===== config.mk =====
export PLATFORM = sky130hd
export DESIGN_NAME = mcalu_top
export DESIGN_NICKNAME = d
export VERILOG_FILES = /design/src/shared/mcalu_pkg.sv /design/src/mcalu_top.sv
export SDC_FILE = /design/constraint.sdc
export NUM_CORES = 1
export LEC_CHECK = 0
export ABC_CLOCK_PERIOD_IN_PS = 14700
export BUFFER_PORTS_ARGS = -buffer_cell sky130_fd_sc_hd__buf_2
export CORE_MARGIN = 2
export CORE_UTILIZATION = 32
export DETAILED_ROUTE_END_ITERATION = 8
export SKIP_LAST_GASP = 1
export SLEW_MARGIN = 20
export SYNTH_ARGS = -nofsm -noshare
export SYNTH_HDL_FRONTEND = slang
export SYNTH_SLANG_ARGS = --single-unit

===== constraint.sdc =====
create_clock -name aclk -period 14.7 [get_ports aclk]
set_clock_uncertainty 0.05 [all_clocks]
set_input_delay 1.47 -clock aclk [delete_from_list [all_inputs] [get_ports aclk]]
set_output_delay 1.47 -clock aclk [all_outputs]
set_load 0.01 [all_outputs]

===== src/shared/mcalu_pkg.sv =====
// Constants, types and register map of the microcore ALU datapath
package mcalu_pkg;
  // Register byte addresses
  localparam logic [7:0] ADDR_GPR0 = 8'h00;
  localparam logic [7:0] ADDR_GPR_LAST = 8'h1c;
  localparam logic [7:0] ADDR_COND = 8'h20;
  localparam logic [7:0] ADDR_IMM_LO = 8'h24;
  localparam logic [7:0] ADDR_IMM_HI = 8'h28;
  localparam logic [7:0] ADDR_IMM = 8'h2c;
  localparam logic [7:0] ADDR_CMD = 8'h30;
  localparam logic [7:0] ADDR_JT_ONE = 8'h34;
  localparam logic [7:0] ADDR_JT_TWO = 8'h38;
  localparam logic [7:0] ADDR_BR_CTL = 8'h3c;
  localparam logic [7:0] ADDR_BR_DEST = 8'h40;
  // Condition register bit positions
  localparam int FLG_SHIFT_OUT = 15;
  localparam int FLG_SIGN_PROD = 14;
  localparam int FLG_CARRY = 13;
  localparam int FLG_LIM_HI = 12;
  localparam int FLG_LIM_LO = 11;
  localparam int FLG_MASK_ZERO = 10;
  localparam int FLG_MASK_ONE = 9;
  localparam int FLG_PROD_HI = 8;
  localparam int FLG_PROD_LO = 7;
  localparam int FLG_ZERO = 6;
  localparam int FLG_NEG = 5;
  localparam int FLG_U_UND = 4;
  localparam int FLG_U_OVR = 3;
  localparam int FLG_S_UND = 2;
  localparam int FLG_S_OVR = 1;
  localparam int FLG_DONE = 0;
  // Limiting modes
  localparam logic [1:0] LIM_SIGNED = 2'h1;
  localparam logic [1:0] LIM_UNSIGNED = 2'h3;
  localparam logic [15:0] SAT_S_MAX = 16'h7fff;
  localparam logic [15:0] SAT_S_MIN = 16'h8000;
  localparam logic [15:0] SAT_U_MAX = 16'hffff;
  localparam logic [15:0] SAT_U_MIN = 16'h0000;
  // Command word fields
  localparam int CMD_OP_LSB = 0;
  localparam int CMD_DST_LSB = 5;
  localparam int CMD_SRC_LSB = 8;
  localparam int CMD_IMM_BIT = 11;
  localparam int CMD_CNT_LSB = 12;
  localparam int CMD_RST_BIT = 16;
  localparam int CMD_MODE_LSB = 17;
  // Branch control fields
  localparam int BR_PC_LSB = 0;
  localparam int BR_OFF_LSB = 10;
  localparam int BR_SEL_LSB = 15;
  localparam logic [1:0] BR_SEL_ONE = 2'h1;
  localparam logic [1:0] BR_SEL_TWO = 2'h2;
  // Fixed register indices and counts
  localparam logic [2:0] GPR_PROD_HI = 3'h6;
  localparam logic [2:0] GPR_PROD_LO = 3'h7;
  localparam logic [4:0] MUL_STEPS = 5'h10;
  // Bus responses
  localparam logic [1:0] RESP_OKAY = 2'h0;
  localparam logic [1:0] RESP_SLVERR = 2'h2;

  typedef enum logic [4:0] {
    OP_ADD, OP_SUB, OP_MUL, OP_AND, OP_NOT, OP_OR, OP_XOR, OP_INV, OP_TO_SIGNED, OP_TOINT,
    OP_SHL, OP_SHR, OP_SHLS, OP_SHRS, OP_WIDE_LEFT, OP_WIDE_RIGHT, OP_BYTE_LEFT, OP_BYTE_RIGHT, OP_SWAP, OP_STAL
  } mcalu_op_t;

  typedef enum logic [1:0] {ST_IDLE, ST_MUL, ST_SHIFT, ST_SHIFT32} mcalu_state_t;
endpackage


===== src/mcalu_top.sv =====
// Microcore ALU datapath with AXI4-Lite register access
`timescale 1ns/1ps
module mcalu_top (
  // Clock and reset
  input wire logic aclk,
  input wire logic aresetn,
  // Write address channel
  input wire logic [31:0] s_axi_awaddr,
  input wire logic s_axi_awvalid,
  output logic s_axi_awready,
  // Write data channel
  input wire logic [31:0] s_axi_wdata,
  input wire logic [3:0] s_axi_wstrb,
  input wire logic s_axi_wvalid,
  output logic s_axi_wready,
  // Write response channel
  output logic [1:0] s_axi_bresp,
  output logic s_axi_bvalid,
  input wire logic s_axi_bready,
  // Read address channel
  input wire logic [31:0] s_axi_araddr,
  input wire logic s_axi_arvalid,
  output logic s_axi_arready,
  // Read data channel
  output logic [31:0] s_axi_rdata,
  output logic [1:0] s_axi_rresp,
  output logic s_axi_rvalid,
  input wire logic s_axi_rready,
  // Status
  output logic operation_done_flag
);

  // Byte-lane merge for the 16-bit registers
  function automatic logic [15:0] merge16(input logic [15:0] old, input logic [31:0] d, input logic [3:0] s);
    merge16 = {s[1] ? d[15:8] : old[15:8], s[0] ? d[7:0] : old[7:0]};
  endfunction

  // Nonzero test shared by flags
  function automatic logic nz16(input logic [15:0] v);
    nz16 = |v;
  endfunction

  logic [15:0] general_regs [8];
  logic [15:0] cond_ff;
  logic [15:0] imm_ff;
  logic [9:0] jump_target_one_ff;
  logic [9:0] jump_target_two_ff;
  logic [16:0] br_ctl_ff;
  logic [9:0] br_dest_ff;
  mcalu_pkg::mcalu_state_t state_ff;
  mcalu_pkg::mcalu_state_t nxt_state;
  mcalu_pkg::mcalu_op_t op_ff;
  logic [2:0] dst_ff;
  logic [4:0] cnt_ff;
  logic [31:0] mcand_ff;
  logic [15:0] mplr_ff;
  logic [31:0] prod_ff;
  logic done_ff;

  // Write and read channel holding registers
  logic aw_got_ff;
  logic w_got_ff;
  logic [7:0] waddr_ff;
  logic [31:0] wdata_ff;
  logic [3:0] wstrb_ff;
  logic bvalid_ff;
  logic [1:0] bresp_ff;
  logic arready_ff;
  logic rvalid_ff;
  logic [31:0] rdata_ff;
  logic [1:0] rresp_ff;

  logic wr_fire;
  logic busy;
  logic wr_hit;
  logic wr_any;
  logic is_gpr_w;
  assign wr_fire = aw_got_ff & w_got_ff & ~bvalid_ff;
  assign busy = (state_ff != mcalu_pkg::ST_IDLE);
  assign wr_any = |wstrb_ff;
  assign is_gpr_w = (waddr_ff <= mcalu_pkg::ADDR_GPR_LAST);

  // Address and data accepted independently, one write at a time
  always_ff @(posedge aclk) begin
    if (!aresetn) begin
      aw_got_ff <= 1'b0;
      w_got_ff <= 1'b0;
      waddr_ff <= 8'h00;
      wdata_ff <= 32'h0000_0000;
      wstrb_ff <= 4'h0;
    end else if (wr_fire) begin
      aw_got_ff <= 1'b0;
      w_got_ff <= 1'b0;
    end else begin
      if (s_axi_awvalid && !aw_got_ff) begin
        aw_got_ff <= 1'b1;
        waddr_ff <= {s_axi_awaddr[7:2], 2'b00};
      end
      if (s_axi_wvalid && !w_got_ff) begin
        w_got_ff <= 1'b1;
        wdata_ff <= s_axi_wdata;
        wstrb_ff <= s_axi_wstrb;
      end
    end
  end

  // Ready only while the slot is empty, so a held valid is taken once
  always_ff @(posedge aclk) begin
    if (!aresetn) begin
      s_axi_awready <= 1'b0;
      s_axi_wready <= 1'b0;
    end else begin
      s_axi_awready <= ~aw_got_ff & ~(s_axi_awvalid & s_axi_awready) & ~wr_fire;
      s_axi_wready <= ~w_got_ff & ~(s_axi_wvalid & s_axi_wready) & ~wr_fire;
    end
  end

  // Write decode: unmapped offsets answer SLVERR
  always_comb begin
    wr_hit = 1'b1;
    unique case (waddr_ff)
      mcalu_pkg::ADDR_COND, mcalu_pkg::ADDR_IMM_LO, mcalu_pkg::ADDR_IMM_HI, mcalu_pkg::ADDR_CMD,
      mcalu_pkg::ADDR_JT_ONE, mcalu_pkg::ADDR_JT_TWO, mcalu_pkg::ADDR_BR_CTL: wr_hit = 1'b1;
      default: wr_hit = is_gpr_w;
    endcase
  end

  // Write response; dropped writes to writable offsets still answer OKAY
  always_ff @(posedge aclk) begin
    if (!aresetn) begin
      bvalid_ff <= 1'b0;
      bresp_ff <= mcalu_pkg::RESP_OKAY;
    end else if (wr_fire) begin
      bvalid_ff <= 1'b1;
      bresp_ff <= wr_hit ? mcalu_pkg::RESP_OKAY : mcalu_pkg::RESP_SLVERR;
    end else if (s_axi_bready) begin
      bvalid_ff <= 1'b0;
    end
  end
  assign s_axi_bvalid = bvalid_ff;
  assign s_axi_bresp = bresp_ff;

  // Command decode from the held write data
  logic cmd_fire;
  mcalu_pkg::mcalu_op_t cmd_op;
  logic cmd_legal;
  logic [2:0] cmd_dst;
  logic [2:0] cmd_src;
  logic [15:0] opa;
  logic [15:0] opb;
  logic [3:0] cmd_cnt;
  always_comb begin
    cmd_op = mcalu_pkg::mcalu_op_t'(wdata_ff[mcalu_pkg::CMD_OP_LSB +: 5]);
    cmd_legal = (wdata_ff[mcalu_pkg::CMD_OP_LSB +: 5] <= 5'(mcalu_pkg::OP_STAL));
    cmd_dst = wdata_ff[mcalu_pkg::CMD_DST_LSB +: 3];
    cmd_src = wdata_ff[mcalu_pkg::CMD_SRC_LSB +: 3];
    cmd_cnt = wdata_ff[mcalu_pkg::CMD_CNT_LSB +: 4];
    opa = general_regs[cmd_dst];
    opb = wdata_ff[mcalu_pkg::CMD_IMM_BIT] ? imm_ff : general_regs[cmd_src];
  end
  // Busy ignores every command but the configuration one
  assign cmd_fire = wr_fire & wr_any & (waddr_ff == mcalu_pkg::ADDR_CMD) & cmd_legal
                    & (~busy | (cmd_op == mcalu_pkg::OP_STAL));

  // Single-cycle arithmetic and logic results
  logic [16:0] sum17;
  logic is_sub;
  logic s_ovf;
  logic u_ovr;
  logic u_und;
  logic s_ovr;
  logic s_und;
  logic [15:0] as_res;
  logic [15:0] lg_res;
  logic [1:0] lim;
  always_comb begin
    is_sub = (cmd_op == mcalu_pkg::OP_SUB);
    sum17 = is_sub ? ({1'b0, opa} - {1'b0, opb}) : ({1'b0, opa} + {1'b0, opb});
    s_ovf = is_sub ? ((opa[15] != opb[15]) && (sum17[15] != opa[15]))
                   : ((opa[15] == opb[15]) && (sum17[15] != opa[15]));
    u_ovr = ~is_sub & sum17[16];
    u_und = is_sub & sum17[16];
    s_ovr = s_ovf & ~opa[15];
    s_und = s_ovf & opa[15];
    lim = cond_ff[mcalu_pkg::FLG_LIM_HI:mcalu_pkg::FLG_LIM_LO];
    as_res = sum17[15:0];
    if (lim == mcalu_pkg::LIM_SIGNED) begin
      if (s_ovr) as_res = mcalu_pkg::SAT_S_MAX;
      if (s_und) as_res = mcalu_pkg::SAT_S_MIN;
    end else if (lim == mcalu_pkg::LIM_UNSIGNED) begin
      if (u_ovr) as_res = mcalu_pkg::SAT_U_MAX;
      if (u_und) as_res = mcalu_pkg::SAT_U_MIN;
    end
    // NOT here means operand and inverted mask
    unique case (cmd_op)
      mcalu_pkg::OP_AND: lg_res = opa & opb;
      mcalu_pkg::OP_NOT: lg_res = opa & ~opb;
      mcalu_pkg::OP_OR: lg_res = opa | opb;
      mcalu_pkg::OP_XOR: lg_res = opa ^ opb;
      mcalu_pkg::OP_INV: lg_res = ~opa;
      mcalu_pkg::OP_TO_SIGNED: lg_res = cond_ff[mcalu_pkg::FLG_SIGN_PROD] ? 16'(-opa) : opa;
      mcalu_pkg::OP_TOINT: lg_res = opa[15] ? 16'(-opa) : opa;
      mcalu_pkg::OP_BYTE_LEFT: lg_res = {opa[7:0], 8'h00};
      mcalu_pkg::OP_BYTE_RIGHT: lg_res = {8'h00, opa[15:8]};
      mcalu_pkg::OP_SWAP: lg_res = {opa[7:0], opa[15:8]};
      default: lg_res = opa;
    endcase
  end

  // Multi-cycle step values
  logic [15:0] sh_val;
  logic sh_out;
  logic [31:0] sh32_val;
  logic sh32_out;
  logic [31:0] prod_nxt;
  always_comb begin
    unique case (op_ff)
      mcalu_pkg::OP_SHL, mcalu_pkg::OP_SHLS: begin
        sh_val = {general_regs[dst_ff][14:0], 1'b0};
        sh_out = general_regs[dst_ff][15];
      end
      mcalu_pkg::OP_SHRS: begin
        sh_val = {general_regs[dst_ff][15], general_regs[dst_ff][15:1]};
        sh_out = general_regs[dst_ff][0];
      end
      default: begin
        sh_val = {1'b0, general_regs[dst_ff][15:1]};
        sh_out = general_regs[dst_ff][0];
      end
    endcase
    if (op_ff == mcalu_pkg::OP_WIDE_LEFT) begin
      sh32_val = {general_regs[mcalu_pkg::GPR_PROD_HI][14:0], general_regs[mcalu_pkg::GPR_PROD_LO], 1'b0};
      sh32_out = general_regs[mcalu_pkg::GPR_PROD_HI][15];
    end else begin
      sh32_val = {1'b0, general_regs[mcalu_pkg::GPR_PROD_HI], general_regs[mcalu_pkg::GPR_PROD_LO][15:1]};
      sh32_out = general_regs[mcalu_pkg::GPR_PROD_LO][0];
    end
    prod_nxt = mplr_ff[0] ? prod_ff + mcand_ff : prod_ff;
  end

  // Sequencer for multiply and shifts; done low while it runs
  always_comb begin
    nxt_state = state_ff;
    if (state_ff == mcalu_pkg::ST_IDLE) begin
      if (cmd_fire) begin
        unique case (cmd_op)
          mcalu_pkg::OP_MUL: nxt_state = mcalu_pkg::ST_MUL;
          mcalu_pkg::OP_SHL, mcalu_pkg::OP_SHR, mcalu_pkg::OP_SHLS,
          mcalu_pkg::OP_SHRS: nxt_state = mcalu_pkg::ST_SHIFT;
          mcalu_pkg::OP_WIDE_LEFT, mcalu_pkg::OP_WIDE_RIGHT: nxt_state = mcalu_pkg::ST_SHIFT32;
          default: nxt_state = mcalu_pkg::ST_IDLE;
        endcase
      end
    end else if (cnt_ff == 5'h01) begin
      nxt_state = mcalu_pkg::ST_IDLE;
    end
  end

  // Sequencer state and step counter
  always_ff @(posedge aclk) begin
    if (!aresetn) begin
      state_ff <= mcalu_pkg::ST_IDLE;
      op_ff <= mcalu_pkg::OP_ADD;
      dst_ff <= 3'h0;
      cnt_ff <= 5'h00;
      done_ff <= 1'b1;
    end else begin
      state_ff <= nxt_state;
      done_ff <= (nxt_state == mcalu_pkg::ST_IDLE);
      if (!busy && cmd_fire) begin
        op_ff <= cmd_op;
        dst_ff <= cmd_dst;
        cnt_ff <= (cmd_op == mcalu_pkg::OP_MUL) ? mcalu_pkg::MUL_STEPS : 5'(cmd_cnt) + 5'h01;
      end else if (busy) begin
        cnt_ff <= cnt_ff - 5'h01;
      end
    end
  end
  assign operation_done_flag = done_ff;

  // Shift-add multiplier datapath
  always_ff @(posedge aclk) begin
    if (!aresetn) begin
      mcand_ff <= 32'h0000_0000;
      mplr_ff <= 16'h0000;
      prod_ff <= 32'h0000_0000;
    end else if (!busy && cmd_fire && cmd_op == mcalu_pkg::OP_MUL) begin
      mcand_ff <= {16'h0000, opa};
      mplr_ff <= opb;
      prod_ff <= 32'h0000_0000;
    end else if (state_ff == mcalu_pkg::ST_MUL) begin
      prod_ff <= prod_nxt;
      mcand_ff <= {mcand_ff[30:0], 1'b0};
      mplr_ff <= {1'b0, mplr_ff[15:1]};
    end
  end

  // Register file; software writes only while idle
  always_ff @(posedge aclk) begin
    if (!aresetn) begin
      for (int i = 0; i < 8; i++) begin
        general_regs[i] <= 16'h0000;
      end
    end else if (busy) begin
      if (state_ff == mcalu_pkg::ST_SHIFT) begin
        general_regs[dst_ff] <= sh_val;
      end else if (state_ff == mcalu_pkg::ST_SHIFT32) begin
        general_regs[mcalu_pkg::GPR_PROD_HI] <= sh32_val[31:16];
        general_regs[mcalu_pkg::GPR_PROD_LO] <= sh32_val[15:0];
      end else if (cnt_ff == 5'h01) begin
        general_regs[mcalu_pkg::GPR_PROD_HI] <= prod_nxt[31:16];
        general_regs[mcalu_pkg::GPR_PROD_LO] <= prod_nxt[15:0];
      end
    end else if (wr_fire && is_gpr_w) begin
      general_regs[waddr_ff[4:2]] <= merge16(general_regs[waddr_ff[4:2]], wdata_ff, wstrb_ff);
    end else if (cmd_fire) begin
      if (cmd_op == mcalu_pkg::OP_ADD || cmd_op == mcalu_pkg::OP_SUB) begin
        general_regs[cmd_dst] <= as_res;
      end else if (cmd_op != mcalu_pkg::OP_MUL && cmd_op != mcalu_pkg::OP_STAL) begin
        general_regs[cmd_dst] <= lg_res;
      end
    end
  end

  // Immediate register, low and high halves loaded separately
  always_ff @(posedge aclk) begin
    if (!aresetn) begin
      imm_ff <= 16'h0000;
    end else if (wr_fire && wstrb_ff[0] && !busy) begin
      if (waddr_ff == mcalu_pkg::ADDR_IMM_LO) imm_ff[7:0] <= wdata_ff[7:0];
      if (waddr_ff == mcalu_pkg::ADDR_IMM_HI) imm_ff[15:8] <= wdata_ff[7:0];
    end
  end

  // Condition flags; each class touches only its own bits
  logic is_mask;
  assign is_mask = (cmd_op inside {mcalu_pkg::OP_AND, mcalu_pkg::OP_NOT, mcalu_pkg::OP_OR,
                                   mcalu_pkg::OP_XOR, mcalu_pkg::OP_INV});
  always_ff @(posedge aclk) begin
    if (!aresetn) begin
      cond_ff <= 16'h0000;
    end else if (busy) begin
      if (cmd_fire) begin
        cond_ff[mcalu_pkg::FLG_LIM_HI:mcalu_pkg::FLG_LIM_LO] <= wdata_ff[mcalu_pkg::CMD_MODE_LSB +: 2];
      end
      if (state_ff == mcalu_pkg::ST_SHIFT) begin
        cond_ff[mcalu_pkg::FLG_SHIFT_OUT] <= sh_out;
      end else if (state_ff == mcalu_pkg::ST_SHIFT32) begin
        cond_ff[mcalu_pkg::FLG_SHIFT_OUT] <= sh32_out;
        cond_ff[mcalu_pkg::FLG_PROD_HI] <= nz16(sh32_val[31:16]);
        cond_ff[mcalu_pkg::FLG_PROD_LO] <= nz16(sh32_val[15:0]);
      end else if (cnt_ff == 5'h01) begin
        cond_ff[mcalu_pkg::FLG_PROD_HI] <= nz16(prod_nxt[31:16]);
        cond_ff[mcalu_pkg::FLG_PROD_LO] <= nz16(prod_nxt[15:0]);
      end
    end else if (wr_fire && waddr_ff == mcalu_pkg::ADDR_COND) begin
      cond_ff <= merge16(cond_ff, wdata_ff, wstrb_ff);
    end else if (cmd_fire) begin
      unique case (cmd_op)
        mcalu_pkg::OP_ADD, mcalu_pkg::OP_SUB: begin
          cond_ff[mcalu_pkg::FLG_CARRY] <= sum17[16];
          cond_ff[mcalu_pkg::FLG_ZERO] <= ~nz16(as_res);
          cond_ff[mcalu_pkg::FLG_NEG] <= as_res[15];
          cond_ff[mcalu_pkg::FLG_U_UND] <= u_und;
          cond_ff[mcalu_pkg::FLG_U_OVR] <= u_ovr;
          cond_ff[mcalu_pkg::FLG_S_UND] <= s_und;
          cond_ff[mcalu_pkg::FLG_S_OVR] <= s_ovr;
        end
        mcalu_pkg::OP_TOINT: begin
          // Reset option restarts the running sign product
          cond_ff[mcalu_pkg::FLG_SIGN_PROD] <= opa[15] ^
            (cond_ff[mcalu_pkg::FLG_SIGN_PROD] & ~wdata_ff[mcalu_pkg::CMD_RST_BIT]);
        end
        mcalu_pkg::OP_STAL: begin
          cond_ff[mcalu_pkg::FLG_LIM_HI:mcalu_pkg::FLG_LIM_LO] <= wdata_ff[mcalu_pkg::CMD_MODE_LSB +: 2];
        end
        default: begin
          if (is_mask) begin
            cond_ff[mcalu_pkg::FLG_MASK_ONE] <= (lg_res == mcalu_pkg::SAT_U_MAX);
            cond_ff[mcalu_pkg::FLG_MASK_ZERO] <= ~nz16(lg_res);
          end
        end
      endcase
    end
  end

  // Jump targets and branch destination former
  logic [9:0] br_dest;
  always_comb begin
    unique case (br_ctl_ff[mcalu_pkg::BR_SEL_LSB +: 2])
      mcalu_pkg::BR_SEL_ONE: br_dest = jump_target_one_ff;
      mcalu_pkg::BR_SEL_TWO: br_dest = jump_target_two_ff;
      default: br_dest = br_ctl_ff[mcalu_pkg::BR_PC_LSB +: 10] +
        {{5{br_ctl_ff[mcalu_pkg::BR_OFF_LSB + 4]}}, br_ctl_ff[mcalu_pkg::BR_OFF_LSB +: 5]};
    endcase
  end
  always_ff @(posedge aclk) begin
    if (!aresetn) begin
      jump_target_one_ff <= 10'h000;
      jump_target_two_ff <= 10'h000;
      br_ctl_ff <= 17'h00000;
      br_dest_ff <= 10'h000;
    end else begin
      br_dest_ff <= br_dest;
      if (wr_fire && wr_any) begin
        if (waddr_ff == mcalu_pkg::ADDR_JT_ONE) jump_target_one_ff <= wdata_ff[9:0];
        if (waddr_ff == mcalu_pkg::ADDR_JT_TWO) jump_target_two_ff <= wdata_ff[9:0];
        if (waddr_ff == mcalu_pkg::ADDR_BR_CTL) br_ctl_ff <= wdata_ff[16:0];
      end
    end
  end

  // Read decode; readable registers succeed even while busy, write-only and unmapped offsets answer SLVERR
  logic [31:0] rd_word;
  logic rd_hit;
  logic [7:0] raddr;
  always_comb begin
    raddr = {s_axi_araddr[7:2], 2'b00};
    rd_hit = 1'b1;
    rd_word = 32'h0000_0000;
    unique case (raddr)
      mcalu_pkg::ADDR_COND: rd_word = {16'h0000, cond_ff[15:1], done_ff};
      mcalu_pkg::ADDR_IMM: rd_word = {16'h0000, imm_ff};
      mcalu_pkg::ADDR_JT_ONE: rd_word = {22'h000000, jump_target_one_ff};
      mcalu_pkg::ADDR_JT_TWO: rd_word = {22'h000000, jump_target_two_ff};
      mcalu_pkg::ADDR_BR_CTL: rd_word = {15'h0000, br_ctl_ff};
      mcalu_pkg::ADDR_BR_DEST: rd_word = {22'h000000, br_dest_ff};
      default: begin
        rd_hit = (raddr <= mcalu_pkg::ADDR_GPR_LAST);
        rd_word = rd_hit ? {16'h0000, general_regs[raddr[4:2]]} : 32'h0000_0000;
      end
    endcase
  end

  // Read channel: one read in flight
  always_ff @(posedge aclk) begin
    if (!aresetn) begin
      arready_ff <= 1'b0;
      rvalid_ff <= 1'b0;
      rdata_ff <= 32'h0000_0000;
      rresp_ff <= mcalu_pkg::RESP_OKAY;
    end else if (s_axi_arvalid && arready_ff) begin
      arready_ff <= 1'b0;
      rvalid_ff <= 1'b1;
      rdata_ff <= rd_word;
      rresp_ff <= rd_hit ? mcalu_pkg::RESP_OKAY : mcalu_pkg::RESP_SLVERR;
    end else if (rvalid_ff) begin
      if (s_axi_rready) rvalid_ff <= 1'b0;
    end else begin
      arready_ff <= 1'b1;
    end
  end
  assign s_axi_arready = arready_ff;
  assign s_axi_rvalid = rvalid_ff;
  assign s_axi_rdata = rdata_ff;
  assign s_axi_rresp = rresp_ff;

endmodule


==> run_results.csv <==
group,metric,value,unit
clock_network,ctsRootBufferMaster,"clkbuf_16",
sta,clock.fmax,0.109,GHz
synthesis,synth_top_area_share,18.6,%
finish,multiInputGateArea,16000,sq um
setup_path,crit_chain,"buf_4 -> mux4_2 -> mux2_2 -> mux2i_1 -> ha_1 -> o311ai_0 -> nor4_2 -> and2_1 -> nand2_1 -> nand2_1 -> xnor2_1 -> ha_1 -> a21o_1 -> a21o_1 -> a211o_1 -> a211o_1 -> and4b_1 -> nor3_1 -> nand2_1 -> a31oi_1 -> a21oi_1 -> a21oi_1 -> o21ai_0",
synthesis,synthCells,2870,
synthesis,yosys_warnings,0,
synthesis,synth.avg_cell_area,8.93,sq um
synthesis,synth_edf_count,128,
job,maxCapViolations,0,
sta,worstMarginPinSlew,1.18,ns
synthesis,async_flop_share,0,%
clock_network,cts_buffer_depth,3,
setup_path,required,14.94,ns
synthesis,synth_most_common_cell,"nand2_1",
pwr,switching_share,31.9,%
clock_network,clk_pin_slew,0.06,ns
setup_path,crit_slowest_cell,"a21oi_1",
finish,final_util,35.8,%
setup_path,worstPathArrival,9.45,ns
sta,period_share,62.7,%
global_routing,antenna_found_initial,1,
placement,port_buffers,66,
drt,firstDrtPassIters,6,
worst_hold_path,min_path_type,"reg -> reg",
drt,wl,96900,um
setup_path,cp_slowest_stage_delay,0.96,ns
synthesis,synth.largest_area_cell,"dfxtp_1",
sta,rsz0062_at_grt,"false",
synthesis,synthFlopType,"dfxtp_1",
die,die_area,82400,sq um
setup_path,critPathTopFamily,"compound AO/OA/AOI/OAI gates",
setup_path,path_buf_inv,1,
finish,finalNetCount,3032,
placement,dp_hpwl,70100,um
sta,fin_tns_setup,0,ns
setup_path,crit_top_cell,"nand2_1",
clock_network,numCtsBuffers,43,
drt,drc,0,
die,rows,103,
setup_path,endpoint_kind,"flop",
worst_hold_path,hp-start,"s_axi_awready",
synthesis,synthTopCellsByArea,"dfxtp_1, edfxtp_1, mux4_2",
clock_network,clock_sinks,366,
pwr,p_int,1.93,mW
setup_path,worst-path-max-fanout,46,
synthesis,synth_area,25600,sq um
sta,maxSlewHeadroom,21.2,%
pwr,peakVddDrop,0.0800,mV
pwr,p_seq_share,39.0,%
pwr,p_leak,10.3,nW
die,io_pins,149,
sta,hold_violations,0,
finish,num-fill-cells,8068,
clock_network,post_cts_resized,0,
drt,wire_per_inst,24.7,um
synthesis,ys_seq_area_share,33.6,%
clock_network,cts_tree,"yes",
global_routing,grt-ovfl-total,0,
setup_path,worstSetupStartpointType,"flop",
global_routing,track_usage,22.7,%
global_routing,grt_max_degree,80,
drt,dr_total_vias,23656,
synthesis,synth_common_cells,"nand2_1, nor2_1, dfxtp_1, a21oi_1, clkbuf_1",
worst_hold_path,min_to,"s_axi_awready",
die,fp.dieW,287,um
synthesis,ys_ff_latch,366,
pwr,net-switching-power,903,uW
die,fp.dieH,287,um
outcome,outcome,"completed",
pwr,powerDensity,99.9,nW/um^2
sta,period_minus_slack,9.22,ns
setup_path,path_class,"reg -> reg",
global_routing,grt_pass1_wl,142000,um
die,coreArea,79100,sq um
global_routing,grt_pass1_vias,21486,
pwr,total_power,2.83,mW
setup_path,r2r_cells,23,
clock_network,insertion_delay,0.61,ns
finish,area_delta_synth_final,10.7,%
drt,viasPerCell,6.03,
die,initial_core_util,32.4,%
setup_path,r2r_setup_slack,5.48,ns
clock_network,post_cts_buffers,0,
pwr,power_frac_comb,21.6,%
finish,num_antenna_cells,0,
sta,maxSlewViolCount,0,
drt,ant_nets,0,
drt,dr.first_iter.drc_count,3009,
worst_hold_path,holdPathStages,1,
finish,register_area,8610,sq um
pwr,p_clk_share,39.5,%
sta,setup_viol,0,
placement,gp_congestion,0.977,
finish,drive_gt1_share,14.2,%
synthesis,synth.distinct_cells,95,
clock_network,cts.htree.levels,2,
setup_path,timing.rr.end,"general_regs[6][5]",
clock_network,ctsHoldBuffers,0,
[per-stage QoR]
step	area (sq um)	instances	setup WS (ns)	hold slack (ns)
floorplan	25700	2886	8.40	0.381
global placement	26900	3845	5.83	0.385
detailed placement	26900	3845	5.79	0.380
CTS	28300	3924	5.74	0.395
global route	28400	3924	5.21	0.417
finish	28400	3924	5.48	0.391
[worst max-delay path by stage]
stage          slack [ns]  start                  to  cells after the start
2_1_floorplan        8.40   flop  general_regs[6][5]                     25
3_3_place_gp         5.83   flop  general_regs[6][5]                     23
3_5_place_dp         5.79   flop  general_regs[6][5]                     23
4_1_cts              5.74   flop  general_regs[6][5]                     23
5_1_grt              5.21   flop  general_regs[6][5]                     22
6_report             5.48   flop  general_regs[6][5]                     23
[power groups by stage]
stage	Sequential, mW	Combinational, mW	Clock, mW
floorplan	1.11	0.407	0
global placement	1.12	0.590	0
detailed placement	1.12	0.592	0
CTS	1.10	0.595	1.13
global route	1.11	0.650	1.17
finish	1.10	0.611	1.12
[kinds of logic (layout without fill, tap and decap cells)]
kind of cell | count (synthesis) | in the layout | synth area share [%]
compound gates | 795 | 795 | 20.3
xor+xnor | 71 | 71 | 2.43
fa+ha+maj | 85 | 85 | 4.24
buf+inv | 281 | 269 | 4.69
flops | 366 | 366 | 33.6
mux | 315 | 315 | 18.1
other cells | 1 | 17 | 0.0146
simple gates | 956 | 956 | 16.6
[metal layers]
metal / up-vias / wire length, um / track usage [%]
met3: 226 / 9770 / 4.90
met4: 0 / 4350 / 9.35
met2: 1241 / 43200 / 35.3
met5: - / 0 / 0
li1: 10668 / - / -
met1: 11521 / 39600 / 30.5
[cell usage in the layout (no fill, tap or decap), types with 23 or more instances in the layout]
master	netlist	layout
a21oi_1	237	237
buf_2	11	66
a211oi_1	55	55
nor2_1	329	328
a22oi_1	30	30
nand3_1	51	49
ha_1	82	82
a221oi_1	32	32
mux2_2	60	60
xnor2_1	43	43
o21ai_0	137	137
buf_4	21	63
dfxtp_1	238	234
a21o_1	39	39
xor2_1	28	28
inv_1	57	56
edfxtp_1	128	128
a31oi_1	26	26
nand4_1	23	23
nor3_1	35	33
clkbuf_16	0	44
mux4_2	95	95
nand2_1	378	377
mux2i_1	142	141
[registers in the layout (all words and copies together) (netlist names), 2 cells and up, named ones only]
signal / cells
s_axi_rdata: 17
jump_target_two_ff: 10
cond_ff: 15
wstrb_ff: 4
jump_target_one_ff: 10
wdata_ff: 19
cnt_ff: 5
dst_ff: 3
imm_ff: 16
mcand_ff: 32
op_ff: 5
prod_ff: 32
br_ctl_ff: 17
general_regs: 128
br_dest_ff: 10
state_ff: 2
waddr_ff: 6
mplr_ff: 16
[layout make-up]
| class | instances | share of cell area, % |
|---|---|---|
| multi-input combinational | 2239 | 56.2 |
| timing repair buffer | 129 | 2.83 |
| inverter | 61 | 0.816 |
| clock inverter | 17 | 0.732 |
| tap | 1050 | 4.63 |
| sequential | 366 | 30.4 |
| clock buffer | 62 | 4.37 |
(Power assumes the default switching activity.)
